`src/verilog/rst_src_pkg.sv`:
```
package rst_src_pkg;

  // ------------------------------------------------------------------
  // clock and timing
  // ------------------------------------------------------------------
  localparam int CLK_PERIOD_NS   = 50;      // 20 MHz system clock
  localparam int POR_DELAY_NS    = 300000;  // power-on delay, 0.3 ms
  localparam int POR_DELAY_CYC   = POR_DELAY_NS / CLK_PERIOD_NS;  // longest, rounds down
  localparam int MCD_TIMEOUT_NS  = 100000;  // missing clock time-out
  localparam int MCD_TIMEOUT_CYC = MCD_TIMEOUT_NS / CLK_PERIOD_NS;
  localparam int HOLD_MIN_CYC    = 16;      // least core reset width, event causes
  localparam int CNT_W           = 16;      // width of the delay counters

  // ------------------------------------------------------------------
  // register map (printed offsets are indices, byte address = 4 * index)
  // ------------------------------------------------------------------
  localparam int          ADDR_W           = 12;
  localparam logic [7:0]  IDX_MON_CTRL     = 8'hff;
  localparam logic [7:0]  IDX_CAUSE        = 8'hef;
  localparam logic [11:0] ADDR_MON_CTRL    = {2'h0, IDX_MON_CTRL, 2'h0};
  localparam logic [11:0] ADDR_CAUSE       = {2'h0, IDX_CAUSE, 2'h0};

  // supply_monitor_control fields
  localparam int          MON_EN_BIT       = 7;
  localparam int          MON_STAT_BIT     = 6;

  // reset_cause_register fields
  localparam int          PIN_FLAG_BIT     = 0;
  localparam int          POR_FLAG_BIT     = 1;
  localparam int          MCD_FLAG_BIT     = 2;
  localparam int          SW_FLAG_BIT      = 4;
  localparam int          CMP_FLAG_BIT     = 5;

  // reset values
  localparam logic [15:0] BOOT_ADDR        = 16'h0000;

  // ------------------------------------------------------------------
  // types
  // ------------------------------------------------------------------
  typedef enum logic [1:0] {
    ST_POR_WAIT  = 2'b00,
    ST_POR_DELAY = 2'b01,
    ST_RUN       = 2'b11,
    ST_HOLD      = 2'b10
  } seq_e;

  typedef enum logic [2:0] {
    CAUSE_NONE   = 3'h0,
    CAUSE_SUPPLY = 3'h1,
    CAUSE_PIN    = 3'h2,
    CAUSE_MCD    = 3'h3,
    CAUSE_CMP    = 3'h4,
    CAUSE_SW     = 3'h5
  } cause_e;

  typedef struct packed {
    logic              psel;
    logic              penable;
    logic              pwrite;
    logic [ADDR_W-1:0] paddr;
    logic [31:0]       pwdata;
  } apb_req_s;

  typedef struct packed {
    logic [31:0] prdata;
    logic        pready;
    logic        pslverr;
  } apb_rsp_s;

  typedef struct packed {
    logic pin_o;
    logic pin_oe;
  } pin_drv_s;

endpackage

```
`src/verilog/reset_source_controller.sv`:
```
// Chosen here: the APB slave port.
`timescale 1ns/1ps

module reset_source_controller
  import rst_src_pkg::*;
#(
  parameter int POR_CYC     = rst_src_pkg::POR_DELAY_CYC,
  parameter int MCD_CYC     = rst_src_pkg::MCD_TIMEOUT_CYC,
  parameter int HOLD_CYC    = rst_src_pkg::HOLD_MIN_CYC
) (
  // clock and power-on reset
  input  wire logic                  clk,
  input  wire logic                  rstn,
  // apb slave
  input  wire rst_src_pkg::apb_req_s apb_req,
  output rst_src_pkg::apb_rsp_s      apb_rsp,
  // analogue levels and pins, asynchronous
  input  wire logic                  supply_above_threshold,
  input  wire logic                  comparator_out,
  input  wire logic                  rst_pin_i,
  input  wire logic                  sys_clk_in,
  // reset pin drive
  output rst_src_pkg::pin_drv_s      rst_pin,
  // core side
  output logic                       sys_rst_n,
  output logic [15:0]                boot_address
);
  import rst_src_pkg::*;

  // ------------------------------------------------------------------
  // state
  // ------------------------------------------------------------------
  typedef struct packed {
    seq_e             seq;
    cause_e           cause;
    logic [CNT_W-1:0] cnt;
    logic [CNT_W-1:0] mcd_cnt;
    logic [2:0]       pin_s;
    logic [2:0]       sup_s;
    logic [2:0]       cmp_s;
    logic [2:0]       sck_s;
    logic [2:0]       oe_s;
    logic             mon_en;
    logic             mon_sel;
    logic             cmp_sel;
    logic             mcd_en;
    logic             sw_req;
    logic             f_pin;
    logic             f_por;
    logic             f_mcd;
    logic             f_sw;
    logic             f_cmp;
    logic             core_rst_n;
    pin_drv_s         drv;
    apb_rsp_s         rsp;
    logic [15:0]      boot;
  } state_s;

  state_s st_q;
  state_s st_d;

  // ------------------------------------------------------------------
  // helpers
  // ------------------------------------------------------------------
  // shift a pin into a synchroniser; only bits [2:1] are ever read
  function automatic logic [2:0] sync_in(input logic [2:0] s, input logic d);
    sync_in = {s[1:0], d};
  endfunction

  function automatic logic [CNT_W-1:0] sat_inc(input logic [CNT_W-1:0] c);
    sat_inc = (c == {CNT_W{1'b1}}) ? c : c + 1'b1;
  endfunction

  // synchronised levels (second stage and later only)
  logic sup_ok;
  logic pin_low;
  logic cmp_low;
  logic sck_edge;
  logic supply_fail;
  logic mcd_timeout;
  logic setup;
  logic wr_take;
  logic [ADDR_W-1:0] a;

  assign sup_ok      = st_q.sup_s[1];
  // own drive ignored, and for three edges after it ends: the pin level
  // takes that long to come back through the synchroniser, and a stale
  // low there would otherwise look like an external reset
  assign pin_low     = ~st_q.pin_s[1] & ~st_q.drv.pin_oe & ~(|st_q.oe_s);
  assign cmp_low     = ~st_q.cmp_s[1];                         // plus below minus
  assign sck_edge    = st_q.sck_s[2] ^ st_q.sck_s[1];
  assign supply_fail = st_q.mon_en & st_q.mon_sel & ~sup_ok;
  assign mcd_timeout = st_q.mcd_en & (st_q.mcd_cnt >= CNT_W'(MCD_CYC));
  assign setup       = apb_req.psel & ~apb_req.penable;
  assign wr_take     = apb_req.psel & apb_req.penable & apb_req.pwrite & st_q.rsp.pready;
  assign a           = apb_req.paddr;

  // ------------------------------------------------------------------
  // next state
  // ------------------------------------------------------------------
  always_comb begin
    st_d = st_q;

    // synchronisers on every asynchronous level
    st_d.sup_s = sync_in(st_q.sup_s, supply_above_threshold);
    st_d.pin_s = sync_in(st_q.pin_s, rst_pin_i);
    st_d.cmp_s = sync_in(st_q.cmp_s, comparator_out);
    st_d.sck_s = sync_in(st_q.sck_s, sys_clk_in);
    // history of our own pin drive, masks the synchroniser latency
    st_d.oe_s  = {st_q.oe_s[1:0], st_q.drv.pin_oe};

    // missing clock one-shot, retriggered by every system clock edge
    if (!st_q.mcd_en || sck_edge) begin
      st_d.mcd_cnt = '0;
    end else begin
      st_d.mcd_cnt = sat_inc(st_q.mcd_cnt);
    end

    st_d.boot = BOOT_ADDR;

    // apb answer prepared in setup, shown throughout the access phase
    st_d.rsp.pready  = setup;
    st_d.rsp.pslverr = 1'b0;
    st_d.rsp.prdata  = '0;
    if (setup) begin
      if (a == ADDR_MON_CTRL) begin
        st_d.rsp.prdata[MON_EN_BIT]   = st_q.mon_en;
        st_d.rsp.prdata[MON_STAT_BIT] = sup_ok;
      end else if (a == ADDR_CAUSE) begin
        st_d.rsp.prdata[PIN_FLAG_BIT] = st_q.f_pin;
        st_d.rsp.prdata[POR_FLAG_BIT] = st_q.f_por;
        st_d.rsp.prdata[MCD_FLAG_BIT] = st_q.f_mcd;
        st_d.rsp.prdata[SW_FLAG_BIT]  = st_q.f_sw;
        st_d.rsp.prdata[CMP_FLAG_BIT] = st_q.f_cmp;
      end else begin
        st_d.rsp.pslverr = 1'b1;                               // unmapped word
      end
    end else if (st_q.rsp.pready && !(apb_req.psel && apb_req.penable)) begin
      st_d.rsp.pready = 1'b0;                                  // master withdrew
    end

    // register writes, taken at the completing access edge
    if (wr_take) begin
      if (a == ADDR_MON_CTRL) begin
        st_d.mon_en = apb_req.pwdata[MON_EN_BIT];
      end else if (a == ADDR_CAUSE) begin
        // written bits 1, 2, 4 and 5 act directly, so rewriting a read value
        // can arm a source or fire a reset
        st_d.mon_sel = apb_req.pwdata[POR_FLAG_BIT];
        st_d.mcd_en  = apb_req.pwdata[MCD_FLAG_BIT];
        st_d.cmp_sel = apb_req.pwdata[CMP_FLAG_BIT];
        st_d.sw_req  = apb_req.pwdata[SW_FLAG_BIT];
      end
    end

    // reset sequencer
    unique case (st_q.seq)
      ST_POR_WAIT: begin
        st_d.core_rst_n = 1'b0;
        st_d.drv.pin_oe = 1'b1;
        st_d.cnt        = '0;
        if (sup_ok) begin
          st_d.seq = ST_POR_DELAY;
        end
      end

      ST_POR_DELAY: begin
        st_d.drv.pin_oe = 1'b1;
        st_d.cnt        = sat_inc(st_q.cnt);
        if (!sup_ok) begin
          st_d.seq = ST_POR_WAIT;
        end else if (st_q.cnt >= CNT_W'(POR_CYC - 1)) begin
          st_d.seq        = ST_RUN;
          st_d.core_rst_n = 1'b1;
          st_d.drv.pin_oe = 1'b0;
          st_d.f_por      = 1'b1;
          st_d.f_pin      = 1'b0;
          st_d.f_mcd      = 1'b0;
          st_d.f_sw       = 1'b0;
          st_d.f_cmp      = 1'b0;
        end
      end

      ST_RUN: begin
        st_d.cnt = '0;
        // priority: supply, pin, clock loss, comparator, software
        if (supply_fail) begin
          st_d.cause      = CAUSE_SUPPLY;
          st_d.drv.pin_oe = 1'b1;
        end else if (pin_low) begin
          st_d.cause = CAUSE_PIN;
        end else if (mcd_timeout) begin
          st_d.cause = CAUSE_MCD;
        end else if (st_q.cmp_sel && cmp_low) begin
          st_d.cause = CAUSE_CMP;
        end else if (st_q.sw_req) begin
          st_d.cause = CAUSE_SW;
        end else begin
          st_d.cause = CAUSE_NONE;
        end
        if (st_d.cause != CAUSE_NONE) begin
          st_d.seq        = ST_HOLD;
          st_d.core_rst_n = 1'b0;
          // control bits of the cause register fall back to off;
          // monitor enable and selection are kept
          st_d.mcd_en     = 1'b0;
          st_d.cmp_sel    = 1'b0;
          st_d.sw_req     = 1'b0;
          st_d.mcd_cnt    = '0;
        end
      end

      ST_HOLD: begin
        st_d.cnt    = sat_inc(st_q.cnt);
        st_d.sw_req = 1'b0;
        // a supply drop overrides any milder cause in progress
        if (supply_fail) begin
          st_d.cause      = CAUSE_SUPPLY;
          st_d.drv.pin_oe = 1'b1;
        end
        if (st_q.cause == CAUSE_SUPPLY) begin
          // release as soon as supply is back, no power-on delay
          if (sup_ok) begin
            st_d.seq        = ST_RUN;
            st_d.core_rst_n = 1'b1;
            st_d.drv.pin_oe = 1'b0;
            st_d.f_por      = 1'b1;
            st_d.f_pin      = 1'b0;
            st_d.f_mcd      = 1'b0;
            st_d.f_sw       = 1'b0;
            st_d.f_cmp      = 1'b0;
          end
        end else if (!supply_fail && st_q.cnt >= CNT_W'(HOLD_CYC - 1)
                     && !(st_q.cause == CAUSE_PIN && ~st_q.pin_s[1])
                     && !(st_q.cause == CAUSE_CMP && cmp_low)) begin
          st_d.seq        = ST_RUN;
          st_d.core_rst_n = 1'b1;
          st_d.f_por      = 1'b0;
          st_d.f_pin      = (st_q.cause == CAUSE_PIN);
          st_d.f_mcd      = (st_q.cause == CAUSE_MCD);
          st_d.f_sw       = (st_q.cause == CAUSE_SW);
          st_d.f_cmp      = (st_q.cause == CAUSE_CMP);
        end
      end
    endcase
  end

  // ------------------------------------------------------------------
  // registers
  // ------------------------------------------------------------------
  // power-on reset: core held, pin driven, monitor on and selected
  always_ff @(posedge clk) begin
    if (!rstn) begin
      st_q            <= '0;
      st_q.seq        <= ST_POR_WAIT;
      st_q.cause      <= CAUSE_NONE;
      st_q.mon_en     <= 1'b1;
      st_q.mon_sel    <= 1'b1;
      st_q.drv.pin_oe <= 1'b1;
      st_q.oe_s       <= 3'h7;
      st_q.boot       <= BOOT_ADDR;
    end else begin
      st_q <= st_d;
    end
  end

  // ------------------------------------------------------------------
  // outputs, all straight from flip-flops
  // ------------------------------------------------------------------
  assign apb_rsp      = st_q.rsp;
  assign rst_pin      = st_q.drv;
  assign sys_rst_n    = st_q.core_rst_n;
  assign boot_address = st_q.boot;

endmodule

```
`config.mk`:
```
export PLATFORM = sky130hd
export DESIGN_NAME = reset_source_controller
export DESIGN_NICKNAME = d
export VERILOG_FILES = /design/src/verilog/rst_src_pkg.sv /design/src/verilog/reset_source_controller.sv
export SDC_FILE = /design/constraint.sdc
export NUM_CORES = 1
export LEC_CHECK = 0
export ABC_AREA = 1
export BUFFER_PORTS_ARGS = -buffer_cell sky130_fd_sc_hd__buf_4
export CORE_AREA = 2 2 90 101
export CTS_BUF_LIST = sky130_fd_sc_hd__clkbuf_2
export DETAILED_ROUTE_END_ITERATION = 7
export DIE_AREA = 0 0 92 103
export PLACE_DENSITY = 0.72
export SLEW_MARGIN = 5
export SYNTH_ARGS = -nofsm -noshare
export SYNTH_HDL_FRONTEND = slang
export SYNTH_SLANG_ARGS = --single-unit
```
`constraint.sdc`:
```
create_clock -name clk -period 1.65 [get_ports clk]
set_input_delay 0.33 -clock clk [delete_from_list [all_inputs] [get_ports clk]]
set_output_delay 0.33 -clock clk [all_outputs]
set_load 0.1 [all_outputs]
```
# Word-level counts from Yosys, hierarchy flattened
# Index checks and enable logic that the tools add are counted.
[totals]
regBits = 111
inputBits = 53
output_inout_bits = 53
word_cells = 144
[op_classes]
addsub = 2
magnitude_cmp = 3
eq_ne = 21
muxes = 44
n_bitwise = 20
reduce_logical = 27
[op_table]
columns = ["operator", "n"]
rows = [
  ["16-bit two-way mux", 5],
  ["3-bit two-way mux", 11],
  ["16-bit by 1-bit adder with 16-bit output (second input constant)", 2],
  ["16-bit equality test (second input constant)", 2],
  ["16-bit case mux with 2 select lines", 1],
  ["6-bit two-way mux", 5],
  ["12-bit by 10-bit equality test with 1-bit output (second input constant)", 2],
  ["16-bit by 11-bit greater-or-equal comparator with 1-bit output (second input constant)", 1],
  ["16-bit by 13-bit greater-or-equal comparator with 1-bit output (second input constant)", 1],
  ["16-bit by 4-bit greater-or-equal comparator with 1-bit output (second input constant)", 1],
  ["2-bit two-way mux", 8],
  ["5-bit AND reduction", 3],
  ["2-bit != test (second input constant)", 6],
  ["1-bit NOT", 10],
  ["5-bit case mux with 2 select lines", 1],
  ["1-bit bitwise AND", 9],
  ["3-bit != test (second input constant)", 3],
  ["1-bit two-way mux", 8],
  ["1-bit case mux with 4 select lines", 2],
  ["2-bit case mux with 4 select lines", 1],
  ["3-bit by 2-bit equality test with 1-bit output (second input constant)", 2],
  ["3-bit equality test (second input constant)", 2],
  ["1-bit logical AND", 6],
  ["3-bit case mux with 2 select lines", 1],
  ["other kinds (15)", 24],
]

# Depth between registers and ports, before layout
# Gate-level depths: netlist (run 1).
[depth]
depth_word = 10
depth_mapped = 13
depth_no_buf = 13

# Least setup slack after synthesis (run 1)
# OpenSTA, ideal clock, no wires.
[synth_path]
path_kind = "flip-flop to flip-flop"
startpoint = "reg st_q[78] (netlist bit)"
endpoint = "reg st_q[81] (netlist bit)"
setup_ns = 0.116
t_arrival_ns = 1.531
required_time_ns = 1.534
setup_slack_ns = 0.002
path_stages_with_launch = 10
synth_period_minus_slack_ns = 1.648
path_cell_list = "dfxtp_1 -> ha_1 -> nand2_1 -> nor2_2 -> nand4_1 -> nor2_4 -> inv_2 -> nand3_1 -> xor2_1 -> nor2_2"
[synth_between]
elab_chain_len = 9
word_cells_on_any_way = 13
[synth_lines]
columns = ["element", "line", "source"]
rows = [
  ["start: declaration", "reset_source_controller.sv:59", "state_s st_q;"],
  ["start signal: assignment", "reset_source_controller.sv:263", "st_q <= st_d;"],
  ["16-bit by 11-bit greater-or-equal comparator with 1-bit output", "reset_source_controller.sv:93", "assign mcd_timeout = st_q.mcd_en & (st_q.mcd_cnt >= CNT_W'(MCD_CYC));"],
  ["1-bit bitwise AND", "reset_source_controller.sv:93", ""],
  ["3-bit two-way mux", "reset_source_controller.sv:192", "end else if (mcd_timeout) begin"],
  ["3-bit two-way mux", "reset_source_controller.sv:190", "end else if (pin_low) begin"],
  ["3-bit two-way mux", "reset_source_controller.sv:187", "if (supply_fail) begin"],
  ["3-bit two-way mux", "reset_source_controller.sv:157", "unique case (st_q.seq)"],
  ["3-bit nonzero test", "reset_source_controller.sv:201", "if (st_d.cause != CAUSE_NONE) begin"],
  ["16-bit two-way mux", "reset_source_controller.sv:201", ""],
  ["16-bit two-way mux *", "reset_source_controller.sv:157", ""],
]
# Every way passes the cells marked *; elsewhere a longest branch is shown, timed or not. The select of a mux whose other input is x is not followed.
# A chain may end at the register's enable or synchronous reset.

# Final worst setup path (run 1)
[layout_path]
startpoint = "reg st_q[92] (netlist bit)"
endpoint = "reg st_q[92] (netlist bit)"
# Same word-level chain as after synthesis.

==> flow_summary.yaml, run 1 <==
pwr:
  total_power_w: 0.00466
  swShare_pct: 44.3
  leakage_nw: 2.11
  peakVddDrop_uv: 969
  p_sw_w: 0.00206
  pwr-share-comb_pct: 41.4
  powerDensity_nw_per_um2: 1020
  sequentialPowerShare_pct: 41.3
  p_clk_share_pct: 17.3
  p_int_w: 0.00260
critical_path:
  r2r-start: "st_q[92]"
  cp_slowest_cell: "dfxtp_2"
  reg2reg_setup_slack_ns: -0.02
  cp-startpoint: "st_q[92]"
  worstSetupEndpointType: "register"
  arrival_ns: 2.12
  crit_type: "reg -> reg"
  path_buf_inv: 1
  slowest_delay_ns: 0.38
  reg2reg_to: "st_q[92]"
  cp-endpoint: "st_q[92]"
  crit_cells: 10
  path_delay_family: "simple AND/OR/NAND/NOR gates"
  cp_max_fo: 6
  cp_cell_sequence: "or2_1, nor2_1, nand2_1, nand2_2, nand4_1, nand2_2, nand2_4, nand3_4, buf_6, nor2_2"
  cp.required_ns: 2.09
  critPathLaunchType: "register"
  r2r_cells: 10
  crit_path_frequent_cell: "nand2_2"
clocking:
  path_clk_slew_ns: 0.21
  cts_buffers: 9
  root_buffer: "clkbuf_2"
  cts_tree: "done"
  clock_latency_ns: 0.52
  cts.sinks: 70
  clk_path_buf_depth: 2
  htree_levels: 3
outcome:
  violations: "negative setup slack"
  status: "finished, violations left"
logic_synthesis:
  syn_area_um2: 3730
  synthArstFlopShare_pct: 0
  synth_top_cell_area_share_pct: 37.6
  synth_cells: 526
  ys.warnings.count: 0
  yosysTopAreaCell: "dfxtp_1"
  ys_dominant_reg_cell: "dfxtp_1"
  ys_types: 38
  synth.top_cells.by_count: "nand2_1 (100), inv_1 (72), dfxtp_1 (70), nor2_1 (70), buf_4 (52)"
  synth_area_leaders: "dfxtp_1 (38%), buf_4 (10%), nand2_1 (10%)"
  synth-edff-count: 0
  syn_avg_cell_area_um2: 7.09
  synth_seq_area_share_pct: 37.6
  synth_most_common_cell: "nand2_1"
  ys_ff_latch: 70
floorplanning:
  die_w_um: 92
  dieArea_um2: 9480
  fp.dieH_um: 103
  ios: 106
  coreArea_um2: 8560
  start_util_pct: 43.6
  rows: 36
timing:
  final_hold_viol_count: 0
  max_freq_mhz: 597
  finClkSkew_ns: 0.0414
  setup_tns_ns: -0.167
  setup_violations: 10
  rsz0062_at_grt: "yes"
  setup_ws_ns: -0.0237
  min_period_ns: 1.67
  slew_violations: 0
  timing.final.crit_share_pct: 101
min_path:
  min_path_type: "in -> reg"
drt:
  drc: 0
  wire_per_inst_um: 11.0
  first_pass_iters: 5
  num_vias: 3333
  wl_mm: 7.99
  vias_per_cell: 4.60
  drt_iter0_drc: 98
  ant_nets: 0
placement:
  finalWeightedCongestion: 0.882
  hpwl_mm: 5.64
  pre_cts_slack_ns: -0.0697
  placed_area_um2: 4090
  io_buffers: 36
global_route:
  grt_pass1_vias: 2915
  grt_usage_pct: 15.6
  antenna_found_initial: 0
  grt_start_max_net_pins: 15
  gr-total-overflow: 0
  grt_pass1_wl_mm: 11.8
job:
  maxCapViolations: 0
final_layout:
  nets: 667
  diodes: 0
  final_area_um2: 4580
  drive_above_1_share_pct: 28.5
  syn_to_final_growth_pct: 22.8
==> kinds of logic (layout without fill, tap and decap cells) <==
family | Yosys count | count (layout) | share of synthesized area [%]
AND/OR/NAND/NOR | 252 | 253 | 30.4
adder cells (fa/ha/maj) | 8 | 8 | 2.68
XOR/XNOR | 13 | 13 | 3.05
other | 1 | 42 | 0.101
AO/OA/AOI/OAI | 50 | 50 | 7.48
buffers and inverters | 132 | 174 | 18.8
flip-flops | 70 | 70 | 37.6
==> sequential cells by signal, indices dropped and copies added, names as in the netlist <==
name and cells:
apb_rsp 9, rst_pin 1, st_d 10, st_q 49, sys_rst_n 1
==> through the flow <==
step	utilization [%]	cells	hold slack, ns
2_1_floorplan	-	567	0.390
3_3_place_gp	47.8	689	0.394
3_5_place_dp	47.8	689	0.406
4_1_cts	50.5	716	0.0416
5_1_grt	53.5	724	0.0139
6_report	53.5	724	0.0852
==> metal layers <==
layer / part of all wire (%) / track usage (%)
met3: 3.8 / 5.19
met4: 1.3 / 5.40
met5: 0 / 0
met1: 41 / 16.9
met2: 54 / 28.6
==> area by class of cell <==
cell class,count,area (um2)
fill,841,3980
sequential,70,1420
clock buffer,9,45.0
tap,114,143
timing repair buffer,83,667
multi-input combinational,366,1980
inverter,76,288
clock inverter,6,40.0
==> power by group through the flow <==
| stage | combinational (W) | sequential [W] | clock, W |
|---|---|---|---|
| 3_3_place_gp | 0.00169 | 0.00194 | 0 |
| 5_1_grt | 0.00210 | 0.00194 | 0.000924 |
| 2_1_floorplan | 0.00133 | 0.00203 | 0 |
| 4_1_cts | 0.00179 | 0.00191 | 0.000838 |
| 3_5_place_dp | 0.00172 | 0.00194 | 0 |
| 6_report | 0.00193 | 0.00192 | 0.000808 |
==> worst min path at each step <==
stage	end	depth (start not counted)	slack [ns]	start
floorplan	st_d[68]	2	0.39	st_d[67]
global placement	st_d[74]	2	0.39	st_d[73]
detailed placement	st_d[71]	2	0.41	st_d[70]
CTS	apb_rsp[1]	3	0.04	apb_req[46]
global route	st_q[61]	2	0.01	rstn
finish	st_q[61]	2	0.09	rstn
==> cell usage in the layout (no fill, tap or decap), types with 8 or more instances in the layout <==
cell           instances
nand2_1               89
dlygate4sd3_1          8
dfxtp_1               55
xor2_1                 9
clkbuf_2               9
buf_4                 71
nor2_1                60
nand3_1               25
a21oi_1               21
nor3_1                12
dfxtp_2               15
inv_1                 69
o21ai_0               15
nand2_2               12
nor2_2                19
conb_1                42
==> repair_timing <==
item,CTS,global route
endpoints found under the hold margin,7,1
gates cloned,0,1
endpoints found under the setup margin,21,41
pin swaps,6,14
resized for setup,11,64
hold buffers,7,1
setup buffers,5,6
Note: power is estimated with default switching activity, not from simulation.
==> run 2, diff against run 1 <==
Settings changed: CORE_AREA 2 2 90 101 to 2 2 96 107, DIE_AREA 0 0 92 103 to 0 0 98 109, PLACE_DENSITY 0.72 to default, SKIP_CTS_REPAIR_TIMING from default to 1.
==> flow_summary.yaml, run 2 (same netlist as run 1, synthesis figures left out) <==
clocking:
  cts_tree: "done"
  path_clk_slew_ns: 0.23
  cts.sinks: 70
  root_buffer: "clkbuf_2"
  cts_buffers: 9
  clk_path_buf_depth: 2
  htree_levels: 3
  clock_latency_ns: 0.50
final_layout:
  final_common_cell: "nand2_1"
  largest_register_ffs: 49
  top_register: "st_q"
  nets: 666
  drive_above_1_share_pct: 28.5
  fillerInstances: 968
  syn_to_final_growth_pct: 24.2
  final_cell_mix: "nand2_1 (91), buf_4 (73), inv_1 (68)"
global_route:
  grt_pass1_vias: 2840
  gr-total-overflow: 0
  grt_pass1_wl_mm: 12.5
  antenna_found_initial: 1
  grt_start_max_net_pins: 21
  grt_usage_pct: 14.4
pwr:
  peakVddDrop_uv: 749
  sequentialPowerShare_pct: 39.0
  pwr-share-comb_pct: 40.4
  leakage_nw: 2.10
  p_int_w: 0.00277
  swShare_pct: 43.6
  p_sw_w: 0.00214
  p_clk_share_pct: 20.5
  powerDensity_nw_per_um2: 1060
  total_power_w: 0.00491
critical_path:
  arrival_ns: 2.01
  r2r-start: "st_q[93]"
  critPathLaunchType: "register"
  crit_type: "reg -> reg"
  cp-startpoint: "st_q[93]"
  cp.required_ns: 2.04
  cp_max_fo: 8
  worstSetupEndpointType: "register"
  reg2reg_setup_slack_ns: 0.03
job:
  maxCapViolations: 0
placement:
  hpwl_mm: 5.75
  pre_cts_slack_ns: -0.103
  io_buffers: 36
  finalWeightedCongestion: 0.846
drt:
  drt_iter0_drc: 104
  dr_wl_met3_um: 208
  drc: 0
  wire_per_inst_um: 11.0
  ant_nets: 0
  wl_met2_mm: 4.17
  wl_mm: 8.03
  vias_per_cell: 4.46
  first_pass_iters: 5
  wl_met1_mm: 3.55
  num_vias: 3262
  top_layer_used: "met4"
min_path:
  min_path_type: "in -> reg"
  worstHoldStart: "rstn"
floorplanning:
  coreArea_um2: 9650
  fp.dieH_um: 109
  ios: 106
  start_util_pct: 38.6
  rows: 38
  dieArea_um2: 10700
  die_w_um: 98
timing:
  setup_violations: 0
  slew_violations: 0
  timing.final.crit_share_pct: 98.3
  min_period_ns: 1.62
  slew_headroom_pct: 66.5
  final_hold_viol_count: 0
  worst_pin_slew_ns: 0.502
  rsz0062_at_grt: "yes"
  setup_ws_ns: 0.0284
  finClkSkew_ns: 0.0339
  max_freq_mhz: 617
outcome:
  status: "complete, no violations"
[run 2: metrics by stage]
step                      util (%)  area [um2]  hold slack (ns)  setup TNS [ns]  std cells
after global placement        42.9        4150            0.396          -0.474        701
after CTS                     44.2        4260          -0.0607           -1.87        717
final                         48.0        4630            0.110               0        731
after detailed placement      42.9        4150            0.395           -1.11        701
after floorplan                  -        3880            0.390               0        567
after global routing          48.0        4630           0.0599           -2.20        731
[run 2: layout make-up]
cell class              count  area, um2  share of cell area, %
multi-input cells         366       2010                   43.3
flip-flops and latches     70       1430                   30.8
repair buffers             82        639                   13.8
inverters                  76        290                   6.27
well taps                 120        150                   3.24
clock inverters             7       72.6                   1.57
clock buffers               9       45.0                  0.972
diodes                      1       2.50                 0.0540
[run 2: path summary, 6_finish.rpt]
path	end	cells after the start
worst max-delay path	st_q[78]	9
worst min register to register	st_d[74]	2
worst min-delay path	st_q[65]	2
worst max register to register	st_q[78]	9
[run 2: routing by layer]
layer / GRT usage, % / up-vias
li1: - / 1718
met3: 2.37 / 9
met5: 0 / -
met1: 17.4 / 1476
met4: 7.04 / 0
met2: 25.0 / 59
[run 2: worst max-delay path: stages, from the launching register on]
cell and delay, ns:
dfxtp_2 0.36, or2_0 0.21, nor2_1 0.10, nand2_1 0.08, nand2_2 0.10, nand4_1 0.19, nand2_2 0.14, nand2_4 0.09
nand3_4 0.17, nor2_1 0.06
[run 2: power groups by stage]
stage | Sequential (W) | Clock (W) | Combinational (W)
after detailed placement | 0.00194 | 0 | 0.00173
final | 0.00192 | 0.00101 | 0.00199
after global placement | 0.00194 | 0 | 0.00171
after CTS | 0.00191 | 0.00105 | 0.00173
after global routing | 0.00193 | 0.00113 | 0.00220
after floorplan | 0.00203 | 0 | 0.00133
